### src/common/ppc_defines.vh
// Constants for the port pad configuration block: offsets, masks, reset values.
// Assumes an 8-bit register port addressed by 13-bit data-memory addresses.
// Operation
// - Port A pull-up bit enables pin pull-up
// - Pull-up forced off while pin is output
// - Pin A5 pull-up ignored without battery backup
// - Open-drain bit set: pin only sinks current
// - Open-drain bit clear: pin drives push-pull
// - Unimplemented bits, addresses read zero, ignore writes
// - Pull-up, open-drain bits clear on reset
`ifndef PPC_DEFINES_VH
`define PPC_DEFINES_VH

`define PPC_AW 13
`define PPC_DW 8

`define PPC_A_WPU     13'h1F40
`define PPC_A_ODCON   13'h1F41
`define PPC_B_PINS    13'h1F42
`define PPC_B_DIR     13'h1F43
`define PPC_B_LAT     13'h1F44
`define PPC_B_ANSEL   13'h1F45
`define PPC_B_WPU     13'h1F46
`define PPC_B_ODCON   13'h1F47
`define PPC_B_SLEW    13'h1F48
`define PPC_B_INLVL   13'h1F49
`define PPC_B_HIDRV   13'h1F4A
`define PPC_C_ANSEL   13'h1F4E
`define PPC_C_WPU     13'h1F4F
`define PPC_C_ODCON   13'h1F50
`define PPC_C_SLEW    13'h1F51
`define PPC_C_INLVL   13'h1F52
`define PPC_C_RISE    13'h1F53
`define PPC_C_FALL    13'h1F54
`define PPC_C_FLAGS   13'h1F55
`define PPC_D_ANSEL   13'h1F59
`define PPC_D_WPU     13'h1F5A
`define PPC_D_ODCON   13'h1F5B
`define PPC_D_SLEW    13'h1F5C
`define PPC_D_INLVL   13'h1F5D

`define PPC_MASK_ALL  8'hFF
`define PPC_MASK_A_OD 8'hDF
`define PPC_MASK_C    8'hDF
`define PPC_MASK_HID  8'h02
`define PPC_A5_BIT    5

`define PPC_RST_ZERO  8'h00
`define PPC_RST_ONES  8'hFF
`define PPC_RST_C_ONE 8'hDF

`endif

### src/verilog/ppc_pad_config.v
// Pad configuration registers for ports A to D and their pad drive decode.
// Assumes pad inputs arrive asynchronously; direction and data of ports A, C
// and D come from port logic on sys_clk.
//
// The address-and-strobe port was left to the implementer.
`timescale 1ns/1ps
`default_nettype none
`include "ppc_defines.vh"

module ppc_pad_config (
    input  wire                sys_clk,        // Core clock, 100 MHz
    input  wire                nrst,           // Async reset, active low
    input  wire                ce,             // Clock enable, freezes state
    input  wire [`PPC_AW-1:0]  reg_addr,       // Register address
    input  wire [`PPC_DW-1:0]  reg_wdata,      // Write data
    input  wire                reg_wr,         // Write strobe
    input  wire                reg_rd,         // Read strobe
    output reg  [`PPC_DW-1:0]  reg_rdata,      // Read data, cycle after strobe
    input  wire                batt_backup_en, // Battery backup enable setting
    input  wire [7:0]          pa_dir_in,      // Port A: 1 = pin is input
    input  wire [7:0]          pa_data,        // Port A output data
    input  wire [7:0]          pc_dir_in,      // Port C: 1 = pin is input
    input  wire [7:0]          pc_data,        // Port C output data
    input  wire [7:0]          pd_dir_in,      // Port D: 1 = pin is input
    input  wire [7:0]          pd_data,        // Port D output data
    input  wire [7:0]          pb_pad_in,      // Port B pad levels, async
    input  wire [7:0]          pc_pad_in,      // Port C pad levels, async
    output wire [7:0]          pa_pad_out,     // Port A pad output level
    output wire [7:0]          pa_pad_oe,      // Port A pad drive enable
    output wire [7:0]          pa_pullup,      // Port A weak pull-up on
    output wire [7:0]          pb_pad_out,     // Port B pad output level
    output wire [7:0]          pb_pad_oe,      // Port B pad drive enable
    output wire [7:0]          pb_pullup,      // Port B weak pull-up on
    output wire [7:0]          pb_analog,      // Port B analog select
    output wire [7:0]          pb_slew,        // Port B slew limit
    output wire [7:0]          pb_inlvl,       // Port B input threshold
    output wire [7:0]          pb_high_drive,  // Port B high drive
    output wire [7:0]          pc_pad_out,     // Port C pad output level
    output wire [7:0]          pc_pad_oe,      // Port C pad drive enable
    output wire [7:0]          pc_pullup,      // Port C weak pull-up on
    output wire [7:0]          pc_analog,      // Port C analog select
    output wire [7:0]          pc_slew,        // Port C slew limit
    output wire [7:0]          pc_inlvl,       // Port C input threshold
    output wire                pc_change_any,  // Any port C change flag set
    output wire [7:0]          pd_pad_out,     // Port D pad output level
    output wire [7:0]          pd_pad_oe,      // Port D pad drive enable
    output wire [7:0]          pd_pullup,      // Port D weak pull-up on
    output wire [7:0]          pd_analog,      // Port D analog select
    output wire [7:0]          pd_slew,        // Port D slew limit
    output wire [7:0]          pd_inlvl        // Port D input threshold
);

    // Pull-up only on input pins
    function [7:0] pull_on;
        input [7:0] wpu;
        input [7:0] dir_in;
        begin
            pull_on = wpu & dir_in;
        end
    endfunction

    // Open-drain pins drive only a low; push-pull pins drive both levels
    function [7:0] drive_en;
        input [7:0] dir_in;
        input [7:0] data;
        input [7:0] od;
        begin
            drive_en = ~dir_in & (~od | ~data);
        end
    endfunction

    function [7:0] drive_lvl;
        input [7:0] data;
        input [7:0] od;
        begin
            drive_lvl = data & ~od;
        end
    endfunction

    // Bits that exist at each address; the rest read zero and ignore writes
    function [7:0] impl_mask;
        input [`PPC_AW-1:0] addr;
        begin
            case (addr)
                `PPC_A_ODCON: impl_mask = `PPC_MASK_A_OD;
                `PPC_B_HIDRV: impl_mask = `PPC_MASK_HID;
                `PPC_C_ANSEL, `PPC_C_WPU, `PPC_C_ODCON, `PPC_C_SLEW,
                `PPC_C_INLVL, `PPC_C_RISE, `PPC_C_FALL, `PPC_C_FLAGS:
                    impl_mask = `PPC_MASK_C;
                default:      impl_mask = `PPC_MASK_ALL;
            endcase
        end
    endfunction

    // Reset release and pad synchronisers
    reg        rst_meta_ff;    // Reset release, first stage
    reg        rst_sync_ff;    // Reset release, second stage
    wire       rst_n = rst_sync_ff;
    reg  [7:0] pb_meta_ff;     // Port B pads, first stage
    reg  [7:0] pb_sync_ff;     // Port B pads, second stage
    reg  [7:0] pc_meta_ff;     // Port C pads, first stage
    reg  [7:0] pc_sync_ff;     // Port C pads, second stage
    reg  [7:0] pc_prev_ff;     // Port C pads, one cycle older

    // Port A
    reg  [7:0] a_wpu_ff;       // Pull-up enables
    reg  [7:0] a_od_ff;        // Open-drain selects
    // Port B
    reg  [7:0] b_dir_ff;       // Direction, 1 = input
    reg  [7:0] b_lat_ff;       // Output latch
    reg  [7:0] b_ansel_ff;     // Analog select
    reg  [7:0] b_wpu_ff;       // Pull-up enables
    reg  [7:0] b_od_ff;        // Open-drain selects
    reg  [7:0] b_slew_ff;      // Slew limit
    reg  [7:0] b_inlvl_ff;     // Input threshold
    reg  [7:0] b_hid_ff;       // High drive, bit 1 only
    // Port C
    reg  [7:0] c_ansel_ff;     // Analog select
    reg  [7:0] c_wpu_ff;       // Pull-up enables
    reg  [7:0] c_od_ff;        // Open-drain selects
    reg  [7:0] c_slew_ff;      // Slew limit
    reg  [7:0] c_inlvl_ff;     // Input threshold
    reg  [7:0] c_rise_ff;      // Rising edge detect enables
    reg  [7:0] c_fall_ff;      // Falling edge detect enables
    reg  [7:0] c_flags_ff;     // Change flags
    // Port D
    reg  [7:0] d_ansel_ff;     // Analog select
    reg  [7:0] d_wpu_ff;       // Pull-up enables
    reg  [7:0] d_od_ff;        // Open-drain selects
    reg  [7:0] d_slew_ff;      // Slew limit
    reg  [7:0] d_inlvl_ff;     // Input threshold
    reg  [7:0] nxt_c_flags;    // Change flags, next value
    reg  [7:0] nxt_rdata;      // Read mux output

    // Write data is masked once here, so no register can hold a missing bit
    wire       wr = ce & reg_wr;
    wire [7:0] wd = reg_wdata & impl_mask(reg_addr);

    // Reset release through two flops; assertion stays asynchronous
    always @(posedge sys_clk or negedge nrst) begin
        if (!nrst) begin
            rst_meta_ff <= 1'b0;
            rst_sync_ff <= 1'b0;
        end else begin
            rst_meta_ff <= 1'b1;
            rst_sync_ff <= rst_meta_ff;
        end
    end

    always @(posedge sys_clk or negedge rst_n) begin
        if (!rst_n) begin
            pb_meta_ff <= `PPC_RST_ZERO;
            pb_sync_ff <= `PPC_RST_ZERO;
            pc_meta_ff <= `PPC_RST_ZERO;
            pc_sync_ff <= `PPC_RST_ZERO;
            pc_prev_ff <= `PPC_RST_ZERO;
        end else if (ce) begin
            pb_meta_ff <= pb_pad_in;
            pb_sync_ff <= pb_meta_ff;
            pc_meta_ff <= pc_pad_in;
            pc_sync_ff <= pc_meta_ff;
            pc_prev_ff <= pc_sync_ff;
        end
    end

    // Enabled edges on the synchronised port C pads
    wire [7:0] c_rise_hit = c_rise_ff & pc_sync_ff & ~pc_prev_ff;
    wire [7:0] c_fall_hit = c_fall_ff & ~pc_sync_ff & pc_prev_ff;

    // Change flags: a new edge wins over a software clear in the same cycle,
    // so an edge is never lost to a clear that raced it
    always @* begin
        nxt_c_flags = c_flags_ff;
        if (wr && reg_addr == `PPC_C_FLAGS)
            nxt_c_flags = c_flags_ff & wd;
        nxt_c_flags = (nxt_c_flags | c_rise_hit | c_fall_hit) & `PPC_MASK_C;
    end

    // Port A; every write path is gated by the clock enable through wr
    always @(posedge sys_clk or negedge rst_n) begin
        if (!rst_n) begin
            a_wpu_ff <= `PPC_RST_ZERO;
            a_od_ff  <= `PPC_RST_ZERO;
        end else if (wr) begin
            case (reg_addr)
                `PPC_A_WPU:   a_wpu_ff <= wd;
                `PPC_A_ODCON: a_od_ff  <= wd;
                default: ;
            endcase
        end
    end

    // Port B: the pins address writes the latch but reads the pads, so read-modify-write
    // of the pins copies a pad level that another driver forced into the latch
    always @(posedge sys_clk or negedge rst_n) begin
        if (!rst_n) begin
            b_dir_ff   <= `PPC_RST_ONES;
            b_lat_ff   <= `PPC_RST_ZERO;
            b_ansel_ff <= `PPC_RST_ONES;
            b_wpu_ff   <= `PPC_RST_ZERO;
            b_od_ff    <= `PPC_RST_ZERO;
            b_slew_ff  <= `PPC_RST_ONES;
            b_inlvl_ff <= `PPC_RST_ONES;
            b_hid_ff   <= `PPC_RST_ZERO;
        end else if (wr) begin
            case (reg_addr)
                `PPC_B_PINS:  b_lat_ff   <= wd;
                `PPC_B_DIR:   b_dir_ff   <= wd;
                `PPC_B_LAT:   b_lat_ff   <= wd;
                `PPC_B_ANSEL: b_ansel_ff <= wd;
                `PPC_B_WPU:   b_wpu_ff   <= wd;
                `PPC_B_ODCON: b_od_ff    <= wd;
                `PPC_B_SLEW:  b_slew_ff  <= wd;
                `PPC_B_INLVL: b_inlvl_ff <= wd;
                `PPC_B_HIDRV: b_hid_ff   <= wd;
                default: ;
            endcase
        end
    end

    // Port C: flags advance on every enabled cycle, settings only on a write
    always @(posedge sys_clk or negedge rst_n) begin
        if (!rst_n) begin
            c_ansel_ff <= `PPC_RST_C_ONE;
            c_wpu_ff   <= `PPC_RST_ZERO;
            c_od_ff    <= `PPC_RST_ZERO;
            c_slew_ff  <= `PPC_RST_C_ONE;
            c_inlvl_ff <= `PPC_RST_C_ONE;
            c_rise_ff  <= `PPC_RST_ZERO;
            c_fall_ff  <= `PPC_RST_ZERO;
            c_flags_ff <= `PPC_RST_ZERO;
        end else if (ce) begin
            c_flags_ff <= nxt_c_flags;
            if (wr) begin
                case (reg_addr)
                    `PPC_C_ANSEL: c_ansel_ff <= wd;
                    `PPC_C_WPU:   c_wpu_ff   <= wd;
                    `PPC_C_ODCON: c_od_ff    <= wd;
                    `PPC_C_SLEW:  c_slew_ff  <= wd;
                    `PPC_C_INLVL: c_inlvl_ff <= wd;
                    `PPC_C_RISE:  c_rise_ff  <= wd;
                    `PPC_C_FALL:  c_fall_ff  <= wd;
                    default: ;
                endcase
            end
        end
    end

    // Port D
    always @(posedge sys_clk or negedge rst_n) begin
        if (!rst_n) begin
            d_ansel_ff <= `PPC_RST_ONES;
            d_wpu_ff   <= `PPC_RST_ZERO;
            d_od_ff    <= `PPC_RST_ZERO;
            d_slew_ff  <= `PPC_RST_ONES;
            d_inlvl_ff <= `PPC_RST_ONES;
        end else if (wr) begin
            case (reg_addr)
                `PPC_D_ANSEL: d_ansel_ff <= wd;
                `PPC_D_WPU:   d_wpu_ff   <= wd;
                `PPC_D_ODCON: d_od_ff    <= wd;
                `PPC_D_SLEW:  d_slew_ff  <= wd;
                `PPC_D_INLVL: d_inlvl_ff <= wd;
                default: ;
            endcase
        end
    end

    // Read data is registered and holds until the next read strobe
    always @(posedge sys_clk or negedge rst_n) begin
        if (!rst_n) begin
            reg_rdata <= `PPC_RST_ZERO;
        end else if (ce && reg_rd) begin
            reg_rdata <= nxt_rdata;
        end
    end

    // Read decode; the pins register shows the synchronised pad levels
    always @* begin
        case (reg_addr)
            `PPC_A_WPU:   nxt_rdata = a_wpu_ff;
            `PPC_A_ODCON: nxt_rdata = a_od_ff;
            // Port B; the pins address shows pads, not the latch
            `PPC_B_PINS:  nxt_rdata = pb_sync_ff;
            `PPC_B_DIR:   nxt_rdata = b_dir_ff;
            `PPC_B_LAT:   nxt_rdata = b_lat_ff;
            `PPC_B_ANSEL: nxt_rdata = b_ansel_ff;
            `PPC_B_WPU:   nxt_rdata = b_wpu_ff;
            `PPC_B_ODCON: nxt_rdata = b_od_ff;
            `PPC_B_SLEW:  nxt_rdata = b_slew_ff;
            `PPC_B_INLVL: nxt_rdata = b_inlvl_ff;
            `PPC_B_HIDRV: nxt_rdata = b_hid_ff;
            // Port C
            `PPC_C_ANSEL: nxt_rdata = c_ansel_ff;
            `PPC_C_WPU:   nxt_rdata = c_wpu_ff;
            `PPC_C_ODCON: nxt_rdata = c_od_ff;
            `PPC_C_SLEW:  nxt_rdata = c_slew_ff;
            `PPC_C_INLVL: nxt_rdata = c_inlvl_ff;
            `PPC_C_RISE:  nxt_rdata = c_rise_ff;
            `PPC_C_FALL:  nxt_rdata = c_fall_ff;
            `PPC_C_FLAGS: nxt_rdata = c_flags_ff;
            // Port D
            `PPC_D_ANSEL: nxt_rdata = d_ansel_ff;
            `PPC_D_WPU:   nxt_rdata = d_wpu_ff;
            `PPC_D_ODCON: nxt_rdata = d_od_ff;
            `PPC_D_SLEW:  nxt_rdata = d_slew_ff;
            `PPC_D_INLVL: nxt_rdata = d_inlvl_ff;
            default:      nxt_rdata = `PPC_RST_ZERO;
        endcase
    end

    // Pin A5 pull-up is only usable with battery backup enabled; the bit
    // still reads back as written so software sees no surprise
    wire [7:0] a5_keep   = ~({7'h00, ~batt_backup_en} << `PPC_A5_BIT);
    wire [7:0] a_wpu_eff = a_wpu_ff & a5_keep;

    // Port A: direction and data come from the port logic on this clock

    assign pa_pullup  = pull_on(a_wpu_eff, pa_dir_in);
    assign pa_pad_oe  = drive_en(pa_dir_in, pa_data, a_od_ff);
    assign pa_pad_out = drive_lvl(pa_data, a_od_ff);

    // Port B: direction and latch are held in this block
    assign pb_pullup  = pull_on(b_wpu_ff, b_dir_ff);
    assign pb_pad_oe  = drive_en(b_dir_ff, b_lat_ff, b_od_ff);
    assign pb_pad_out = drive_lvl(b_lat_ff, b_od_ff);
    assign pb_analog     = b_ansel_ff;
    assign pb_slew       = b_slew_ff;
    assign pb_inlvl      = b_inlvl_ff;
    assign pb_high_drive = b_hid_ff;

    // Port C: change flags are a level; they stay set until software clears
    assign pc_pullup  = pull_on(c_wpu_ff, pc_dir_in);
    assign pc_pad_oe  = drive_en(pc_dir_in, pc_data, c_od_ff);
    assign pc_pad_out = drive_lvl(pc_data, c_od_ff);
    assign pc_analog     = c_ansel_ff;
    assign pc_slew       = c_slew_ff;
    assign pc_inlvl      = c_inlvl_ff;
    assign pc_change_any = |c_flags_ff;

    // Port D
    assign pd_pullup  = pull_on(d_wpu_ff, pd_dir_in);
    assign pd_pad_oe  = drive_en(pd_dir_in, pd_data, d_od_ff);
    assign pd_pad_out = drive_lvl(pd_data, d_od_ff);
    assign pd_analog     = d_ansel_ff;
    assign pd_slew       = d_slew_ff;
    assign pd_inlvl      = d_inlvl_ff;

endmodule // ppc_pad_config

`default_nettype wire
### config.mk
export PLATFORM = sky130hd
export DESIGN_NAME = ppc_pad_config
export DESIGN_NICKNAME = d
export VERILOG_FILES = /design/src/verilog/ppc_pad_config.v
export VERILOG_INCLUDE_DIRS = /design/src /design/src/common
export SDC_FILE = /design/constraint.sdc
export NUM_CORES = 1
export LEC_CHECK = 0
export ABC_AREA = 1
export BUFFER_PORTS_ARGS = -buffer_cell sky130_fd_sc_hd__buf_2
export CAP_MARGIN = 30
export CORE_AREA = 5 5 147 149
export CTS_CLUSTER_DIAMETER = 200
export DETAILED_ROUTE_END_ITERATION = 7
export DIE_AREA = 0 0 152 154
export PLACE_DENSITY = 0.85
export SLEW_MARGIN = 0
export SYNTH_ARGS = -nofsm -noshare
export SYNTH_HDL_FRONTEND = slang
export SYNTH_SLANG_ARGS = --single-unit
export TNS_END_PERCENT = 10
### constraint.sdc
create_clock -name sys_clk -period 21.3 [get_ports sys_clk]
set_input_delay 2.13 -clock sys_clk [delete_from_list [all_inputs] [get_ports sys_clk]]
set_output_delay 2.13 -clock sys_clk [all_outputs]
set_load 0.005 [all_outputs]
==> impl_metrics.csv, run 1 <==
group,metric,value,unit
run_status,status,"finished, final reports clean",
route,top_layer,"met5",
die,io_pins,276,
clock_network,cts_hold_buf,0,
clock_network,htreeDepth,1,
route,dr_wl_met3,3570,µm
die,start_util,0.580,
sta,hold_violations,0,
synth,synth_area,11600,µm²
critical_path,crit_path_top_delay_cell,"a21oi_1",
grt,antenna_found_initial,2,
critical_path,timing.rr.start,"rst_n$_DFF_PN0_",
synth,yosys.cell_types.count,34,
critical_path,cp-end-kind,"output pin",
finish,fin_nets,1808,
clock_network,clock-sinks,230,
route,drt_iter0_markers,1223,
route,drc,0,
sta,period_minus_slack,4680,ps
finish,num-fill-cells,1611,
sta,slew_headroom,0.265,
critical_path,cp_common_cell,"buf_2",
route,dr.pass1.iters,8,
route,wl_met2,16900,µm
place,dp_slack,16550,ps
synth,yosysTopAreaCellShare,0.329,
sta,finalSetupViolCount,0,
finish,drive_gt1_frac,0.265,
sta,skew,14.9,ps
clock_network,clkTransAtPathRegs,60,ps
sta,max_freq,214,MHz
power_and_ir_drop,ir_drop,0.0844,mV
finish,area_delta_synth_final,19.7,%
route,wl_met1,14400,µm
worst_hold_path,hold_path_startpoint,"rst_meta_ff$_DFF_PN0_",
sta,worstMarginPinSlew,1100,ps
die,rows,52,
place,dp_hpwl,25700,µm
sta,hold_ws,365,ps
route,routed_wl,36200,µm
synth,syn_nets,1574,
clock_network,clkLatencyLatePin,520,ps
grt,grt_pass1_vias,10719,
critical_path,cp-start-kind,"input port",
finish,final_common_cell,"nand2_1",
critical_path,ff2ff_setup_slack,18990,ps
grt,grt_pass1_wl,57300,µm
critical_path,critPathKind,"in2out",
sta,fin_ws,16620,ps
worst_hold_path,hold_path_class,"reg2reg",
power_and_ir_drop,leakagePower,0.00734,µW
route,post_drt_wl_per_cell,18.0,µm
place,port_buffers,274,
synth,ys_seq_area_frac,0.503,
critical_path,crit_chain,"buf_2, a21oi_1, buf_2",
sta,min_period_over_period,0.220,
die,core,20000,µm²
critical_path,cp.arrival,2550,ps
grt,track_usage,0.299,
grt,grt-ovfl-total,0,
clock_network,cts_tree,"built",
route,via_per_inst,5.69,
critical_path,path_delay_family,"buffers and inverters",
power_and_ir_drop,cellPowerDensity,67.3,nW/µm²
die,die_area,23400,µm²
die,fp.dieW,152,µm
synth,synthTopCellsByArea,"dfrtp_1 33%, dfstp_2 17%, nand2_1 15%",
critical_path,worst-path-max-fanout,2,
flow_run,maxCapViolCount,0,
synth,synth_area_leader_cell,"dfrtp_1",
sta,report.final.slew_viol_count,0,
clock_network,cts_buffers,24,
synth,synth_area_per_cell,7.84,µm²
synth,synth_warnings,0,
sta,grt_setup_unrepaired,"no",
critical_path,cp.required,19170,ps
critical_path,cpPeakStageDelay,170,ps
finish,mostFrequentLayoutCells,"451 x nand2_1, 274 x buf_2, 152 x dfrtp_1",
route,drtAntennaViolNets,0,
die,fp.dieH,154,µm
synth,ys_ff_latch,230,
clock_network,post_cts_buffers,0,
clock_network,clock_path_buffers,3,
route,vias,11418,
clock_network,cts_root_buf,"clkbuf_16",
clock_network,cts.repair.resized,0,
critical_path,cp_num_buf_inv,2,
place,gp_congestion,0.957,
critical_path,startpoint,"pc_data[7]",
synth,netlist_instances,1483,
grt,grt_max_degree,197,
sta,setup_tns,0,ps
## cells in the mapped netlist (all sizes together)
| cell type | instances |
|---|---|
| nand3 | 160 |
| nand4 | 84 |
| clkbuf | 26 |
| inv | 124 |
| nor2 | 130 |
| dfrtp | 153 |
| o21ai | 169 |
| o21a | 1 |
| and2 | 6 |
| dfstp | 77 |
| nor4 | 3 |
| a21oi | 33 |
| buf | 50 |
| nand2 | 459 |
| mux2 | 1 |
| and3 | 1 |
| o211ai | 1 |
| nor3 | 1 |
| a41oi | 1 |
| a31oi | 2 |
| conb | 1 |
## layout make-up
class                           count  area (µm²)  share of cell area
Multi-Input combinational cell   1053        4950               0.355
Inverter                          124         468              0.0336
Antenna cell                        1        2.50            0.000180
Sequential cell                   230        5860               0.421
Clock inverter                      4        45.0             0.00324
Clock buffer                       40         752              0.0540
Tap cell                          270         338              0.0243
Timing Repair Buffer              284        1510               0.108
## logic make-up after synthesis
family | share of synthesized area
buf+inv | 0.0718
compound gates | 0.0905
flops | 0.503
other cells | 0.000322
mux | 0.000968
simple gates | 0.333
## final timing paths
path,endpoint,cells past startpoint
worst min register to register,rst_n$_DFF_PN0_,0
worst max register to register,d_od_ff[7]$_DFFE_PN0P_,2
worst min-delay path,rst_n$_DFF_PN0_,0
worst max-delay path,pc_pad_oe[7],3
min in group asynchronous,pc_sync_ff[0]$_DFFE_PN0P_,0
max in group asynchronous,d_od_ff[7]$_DFFE_PN0P_,2
## routing by layer
metal	GRT usage	vias up
met4	0.101	2
met2	0.481	628
met5	0	-
met3	0.0660	90
met1	0.405	5356
li1	-	5342
## stage by stage
step | utilization | total power, µW | instances | area (µm²)
4_1_cts | 0.693 | 938 | 2004 | 13900
2_1_floorplan | - | 491 | 1483 | 11600
3_5_place_dp | 0.653 | 520 | 1960 | 13100
3_3_place_gp | 0.650 | 517 | 1956 | 13000
5_1_grt | 0.694 | 966 | 2006 | 13900
6_report | 0.694 | 936 | 2006 | 13900
## report_power, final
part	leakage (µW)	total, µW	internal (µW)	switching (µW)
clock	0.000394	422	252	171
sequential	0.00283	455	446	9.02
combinational	0.00412	58.8	18.5	40.2
total	0.00734	936	717	220
Power figures use the tool's default switching activity.
==> run 2: changes to the inputs <==
CORE_AREA = 5 5 153 155   (was 5 5 147 149)
DIE_AREA = 0 0 158 160   (was 0 0 152 154)
PLACE_DENSITY = 0.8   (was 0.85)
clock period = 4.6 ns   (was 21.3 ns; I/O delays follow)
==> run 2 against run 1 <==
  * Global-route usage fell by 2.2 points
  * Cell count increased by 0.70%
  * Sequential share of layout area is 0.14 points higher
  * Critical path depth is 6 higher
  * Flip-flop and latch count did not move
  * Critical endpoint is now c_flags_ff[4]$_DFFE_PN0P_
  * Non-clock buffer count shrank 1
==> impl_metrics.csv, run 2 (same netlist as run 1, synthesis figures left out) <==
group,metric,value,unit
run_status,status,"finished, final reports clean",
die,die_area,25300,µm²
sta,fin_ws,2190,ps
worst_hold_path,hold_path_class,"in2reg",
finish,num-fill-cells,1917,
route,via_per_inst,5.54,
grt,grt_pass1_vias,10334,
flow_run,maxCapViolCount,0,
power_and_ir_drop,ir_drop,0.345,mV
critical_path,cpPeakStageDelay,830,ps
clock_network,cts_root_buf,"clkbuf_16",
sta,finalSetupViolCount,0,
clock_network,clock-sinks,230,
route,drc,0,
finish,fin_nets,1808,
sta,report.final.slew_viol_count,0,
clock_network,cts_buffers,25,
grt,grt_max_degree,196,
route,top_layer,"met4",
sta,setup_tns,0,ps
critical_path,cp.arrival,2820,ps
sta,hold_ws,126,ps
critical_path,ff2ff_setup_slack,2880,ps
die,fp.dieH,160,µm
grt,grt_pass1_wl,56500,µm
sta,slew_headroom,0.296,
route,routed_wl,35900,µm
grt,grt-ovfl-total,0,
clock_network,clkTransAtPathRegs,60,ps
sta,skew,14.8,ps
clock_network,clock_path_buffers,3,
route,wl_met2,16800,µm
place,port_buffers,274,
critical_path,startpoint,"reg_addr[7]",
critical_path,timing.rr.start,"rst_n$_DFF_PN0_",
power_and_ir_drop,cellPowerDensity,309,nW/µm²
critical_path,worst-path-max-fanout,22,
finish,seq_area,5860,µm²
critical_path,critPathKind,"in2reg",
critical_path,cp-end-kind,"flip-flop",
sta,worstMarginPinSlew,1050,ps
critical_path,cp-start-kind,"input port",
critical_path,ff2ff_path_depth,1,
route,wl_met1,14500,µm
sta,max_freq,415,MHz
place,dp_slack,1710,ps
grt,antenna_found_initial,3,
critical_path,crit_path_top_delay_cell,"nand2_1",
critical_path,cp_num_buf_inv,2,
route,dr.pass1.iters,6,
finish,mostFrequentLayoutCells,"451 x nand2_1, 274 x buf_2, 152 x dfrtp_1",
die,start_util,0.536,
sta,min_period_over_period,0.524,
finish,final_common_cell,"nand2_1",
place,dp_hpwl,25400,µm
place,gp_congestion,0.912,
critical_path,cp.required,5010,ps
power_and_ir_drop,leakagePower,0.00731,µW
clock_network,cts_tree,"built",
sta,period_minus_slack,2410,ps
route,dr_wl_met3,3330,µm
place,dp_cells,1969,
sta,grt_setup_unrepaired,"no",
finish,area_delta_synth_final,19.3,%
route,post_drt_wl_per_cell,17.8,µm
route,drt_iter0_markers,1023,
critical_path,timing.rr.end,"a_wpu_ff[5]$_DFFE_PN0P_",
die,io_pins,276,
critical_path,crit_chain,"buf_2, nor2_4, nand2_2, nor2_4, nand2_2, nand2_1, inv_1, o21ai_1, nand3_1",
die,core,21700,µm²
route,drtAntennaViolNets,0,
clock_network,htreeDepth,1,
die,rows,54,
route,vias,11196,
grt,track_usage,0.277,
clock_network,clkLatencyLatePin,530,ps
finish,drive_gt1_frac,0.263,
critical_path,crit_path_end,"c_flags_ff[4]$_DFFE_PN0P_",
sta,hold_violations,0,
critical_path,path_delay_family,"simple AND/OR/NAND/NOR gates",
critical_path,cp_num_cells,9,
finish,multi_input_area,4950,µm²
die,fp.dieW,158,µm
finish,stdcell_count,2020,
clock_network,post_cts_buffers,0,
run 2: changes by cell type in the layout (fill, tap and decap cells not counted), moves of 2 or more:
| cell | previous run | this run |
|---|---|---|
| buf_8 | 4 | 0 |
| clkbuf_8 | 7 | 3 |
| clkbuf_1 | 8 | 11 |
| diode_2 | 1 | 4 |
| buf_4 | 4 | 6 |
run 2: where the power goes:
part	internal (µW)	switching, µW
Combinational	82.2	182
Clock	1110	798
Sequential	2070	41.7
run 2: worst min-delay path by stage:
stage / endpoint / depth (start not counted) / start
detailed placement: rst_meta_ff$_DFF_PN0_ / 1 / nrst
floorplan: rst_meta_ff$_DFF_PN0_ / 0 / nrst
finish: pc_meta_ff[3]$_DFFE_PN0P_ / 3 / pc_pad_in[3]
global placement: rst_meta_ff$_DFF_PN0_ / 1 / nrst
global route: pc_meta_ff[3]$_DFFE_PN0P_ / 3 / pc_pad_in[3]
CTS: pc_meta_ff[2]$_DFFE_PN0P_ / 3 / pc_pad_in[2]
run 2: tightest hold or removal path: stages:
cell and delay, ps:
buf_2 70, nand2_1 40, nand2_1 50
run 2: metrics by stage:
step                power [µW]  cell area [µm²]  utilization
detailed placement        2400            13100        0.603
global route              4430            13900        0.639
CTS                       4300            13900        0.639
global placement          2390            13100        0.603
floorplan                 2270            11600            -
finish                    4280            13900        0.640
run 2: layout make-up:
cell class                 instances  area share
sequential                       230       0.422
multi-input combinational       1053       0.357
timing repair buffer             283       0.106
clock buffer                      39      0.0511
inverter                         124      0.0337
tap                              280      0.0253
clock inverter                     7     0.00478
antenna                            4    0.000722
run 2: layer usage:
metal	global-route usage	up-vias
met2	0.437	538
met3	0.0541	75
met1	0.388	5234
met4	0.0838	0
met5	0	-
li1	-	5349
run 2: timing repair:
action | 4_1_cts | 5_1_grt
hold endpoints to repair | 2 | 0
hold buffers | 1 | 0
resized for setup | 0 | 0
==> run 3: changes to the inputs <==
CORE_AREA = 5 5 161 163   (was 5 5 153 155)
DIE_AREA = 0 0 166 168   (was 0 0 158 160)
PLACE_DENSITY = 0.76   (was 0.8)
clock period = 2 ns   (was 4.6 ns; I/O delays follow)
==> run 3 against run 2 <==
  * Final area up 4.4%
  * Cell count up 5.0%
  * Worst hold slack worse by 74 ps
  * Largest cell class unchanged
==> impl_metrics.csv, run 3 (same netlist as run 1, synthesis figures left out) <==
group,metric,value,unit
run_status,status,"finished, final reports clean",
clock_network,htreeDepth,1,
finish,drive_gt1_frac,0.280,
sta,skew,8.65,ps
power_and_ir_drop,ir_drop,0.568,mV
worst_hold_path,hold_depth,3,
flow_run,maxCapViolCount,0,
power_and_ir_drop,leakagePower,0.00762,µW
die,start_util,0.481,
place,gp_congestion,0.911,
power_and_ir_drop,power.total,9980,µW
finish,area_delta_synth_final,24.6,%
clock_network,cts_tree,"built",
sta,grt_setup_unrepaired,"no",
finish,num-fill-cells,2187,
grt,antenna_found_initial,2,
clock_network,cts_buffers,25,
critical_path,crit_path_top_delay_cell,"dfrtp_1",
clock_network,clkLatencyLatePin,520,ps
place,dp_cells,2054,
power_and_ir_drop,cellPowerDensity,689,nW/µm²
route,dr.pass1.iters,6,
finish,fin_nets,1866,
sta,fin_ws,223,ps
clock_network,cts_root_buf,"clkbuf_16",
sta,slew_headroom,0.609,
critical_path,worst-path-max-fanout,3,
critical_path,cpPeakStageDelay,400,ps
sta,hold_ws,52.1,ps
die,io_pins,276,
worst_hold_path,hold_path_class,"in2reg",
sta,period_minus_slack,1780,ps
finish,stdcell_count,2120,
critical_path,cp.arrival,1580,ps
route,routed_wl,37300,µm
route,drt_iter0_markers,1142,
die,rows,57,
sta,min_period_over_period,0.888,
critical_path,cp.required,1800,ps
clock_network,clock_path_buffers,3,
clock_network,post_cts_buffers,0,
die,die_area,27900,µm²
finish,utilization,0.599,
clock_network,clkTransAtPathRegs,60,ps
sta,worstMarginPinSlew,586,ps
die,core,24200,µm²
sta,finalSetupViolCount,0,
grt,track_usage,0.256,
critical_path,cp-end-kind,"output pin",
grt,grt-ovfl-total,0,
route,vias,11349,
finish,final_common_cell,"nand2_1",
die,fp.dieH,168,µm
critical_path,ff2ff_path_depth,8,
place,dp_hpwl,27500,µm
grt,grt_max_degree,106,
grt,grt_pass1_vias,10687,
critical_path,ff2ff_setup_slack,520,ps
sta,max_freq,563,MHz
sta,report.final.slew_viol_count,0,
route,post_drt_wl_per_cell,17.6,µm
route,via_per_inst,5.35,
sta,hold_violations,0,
critical_path,crit_chain,"nor4_1, nand2_1, buf_2",
place,port_buffers,274,
die,fp.dieW,166,µm
clock_network,clock-sinks,230,
critical_path,cp-start-kind,"flip-flop",
route,drtAntennaViolNets,0,
place,dp_slack,121,ps
finish,mostFrequentLayoutCells,"451 x nand2_1, 274 x buf_2, 152 x dfrtp_1",
critical_path,critPathKind,"reg2out",
grt,grt_pass1_wl,58300,µm
route,drc,0,
## run 3: critical path: cells and delay by family (launching register included)
kind	cells	cell delay, ps
and+or+nand+nor	2	490
DFF	1	400
buffers and inverters	1	160
## run 3: report_power, final
group | leakage [µW] | switching [µW] | internal, µW
clock network | 0.000393 | 1890 | 2550
logic | 0.00440 | 457 | 252
registers | 0.00283 | 76.5 | 4750
total | 0.00762 | 2420 | 7560
## run 3: worst paths after layout
check	endpoint	startpoint
setup / recovery	pc_change_any	c_flags_ff[6]$_DFFE_PN0P_
hold / removal	c_fall_ff[3]$_DFFE_PN0P_	reg_wdata[3]
hold reg to reg	pc_prev_ff[0]$_DFFE_PN0P_	rst_n$_DFF_PN0_
setup reg to reg	reg_rdata[4]$_DFFE_PN0P_	d_od_ff[4]$_DFFE_PN0P_
max in group asynchronous	pb_high_drive[3]$_DFFE_PN0P_	rst_n$_DFF_PN0_
min in group asynchronous	pc_prev_ff[0]$_DFFE_PN0P_	rst_n$_DFF_PN0_
## run 3: layer usage
layer / vias up / wire length, µm / GRT usage
met5: - / 9 / 0
met4: 2 / 1250 / 0.0821
met3: 85 / 3170 / 0.0441
met2: 488 / 17700 / 0.423
met1: 5316 / 15200 / 0.348
li1: 5458 / - / -
## run 3: what timing repair did
| action | CTS | global route |
|---|---|---|
| gates resized for setup | 0 | 0 |
| hold buffers | 18 | 0 |
| endpoints found under the hold margin | 18 | 0 |
## run 3: final cells by class
type,instances,area [µm²],share of cell area
multi-input combinational,1053,4950,0.341
antenna,2,5.00,0.000345
timing repair buffer,341,2020,0.139
clock buffer,33,686,0.0473
sequential,230,5860,0.404
clock inverter,13,101,0.00700
tap,324,405,0.0280
inverter,124,468,0.0323
## run 3: metrics by stage
step,TNS (ps),area (µm²)
6_report,0,14500
5_1_grt,0,14500
4_1_cts,0,14500
3_5_place_dp,0,13500
3_3_place_gp,0,13500
2_1_floorplan,-42580,11600
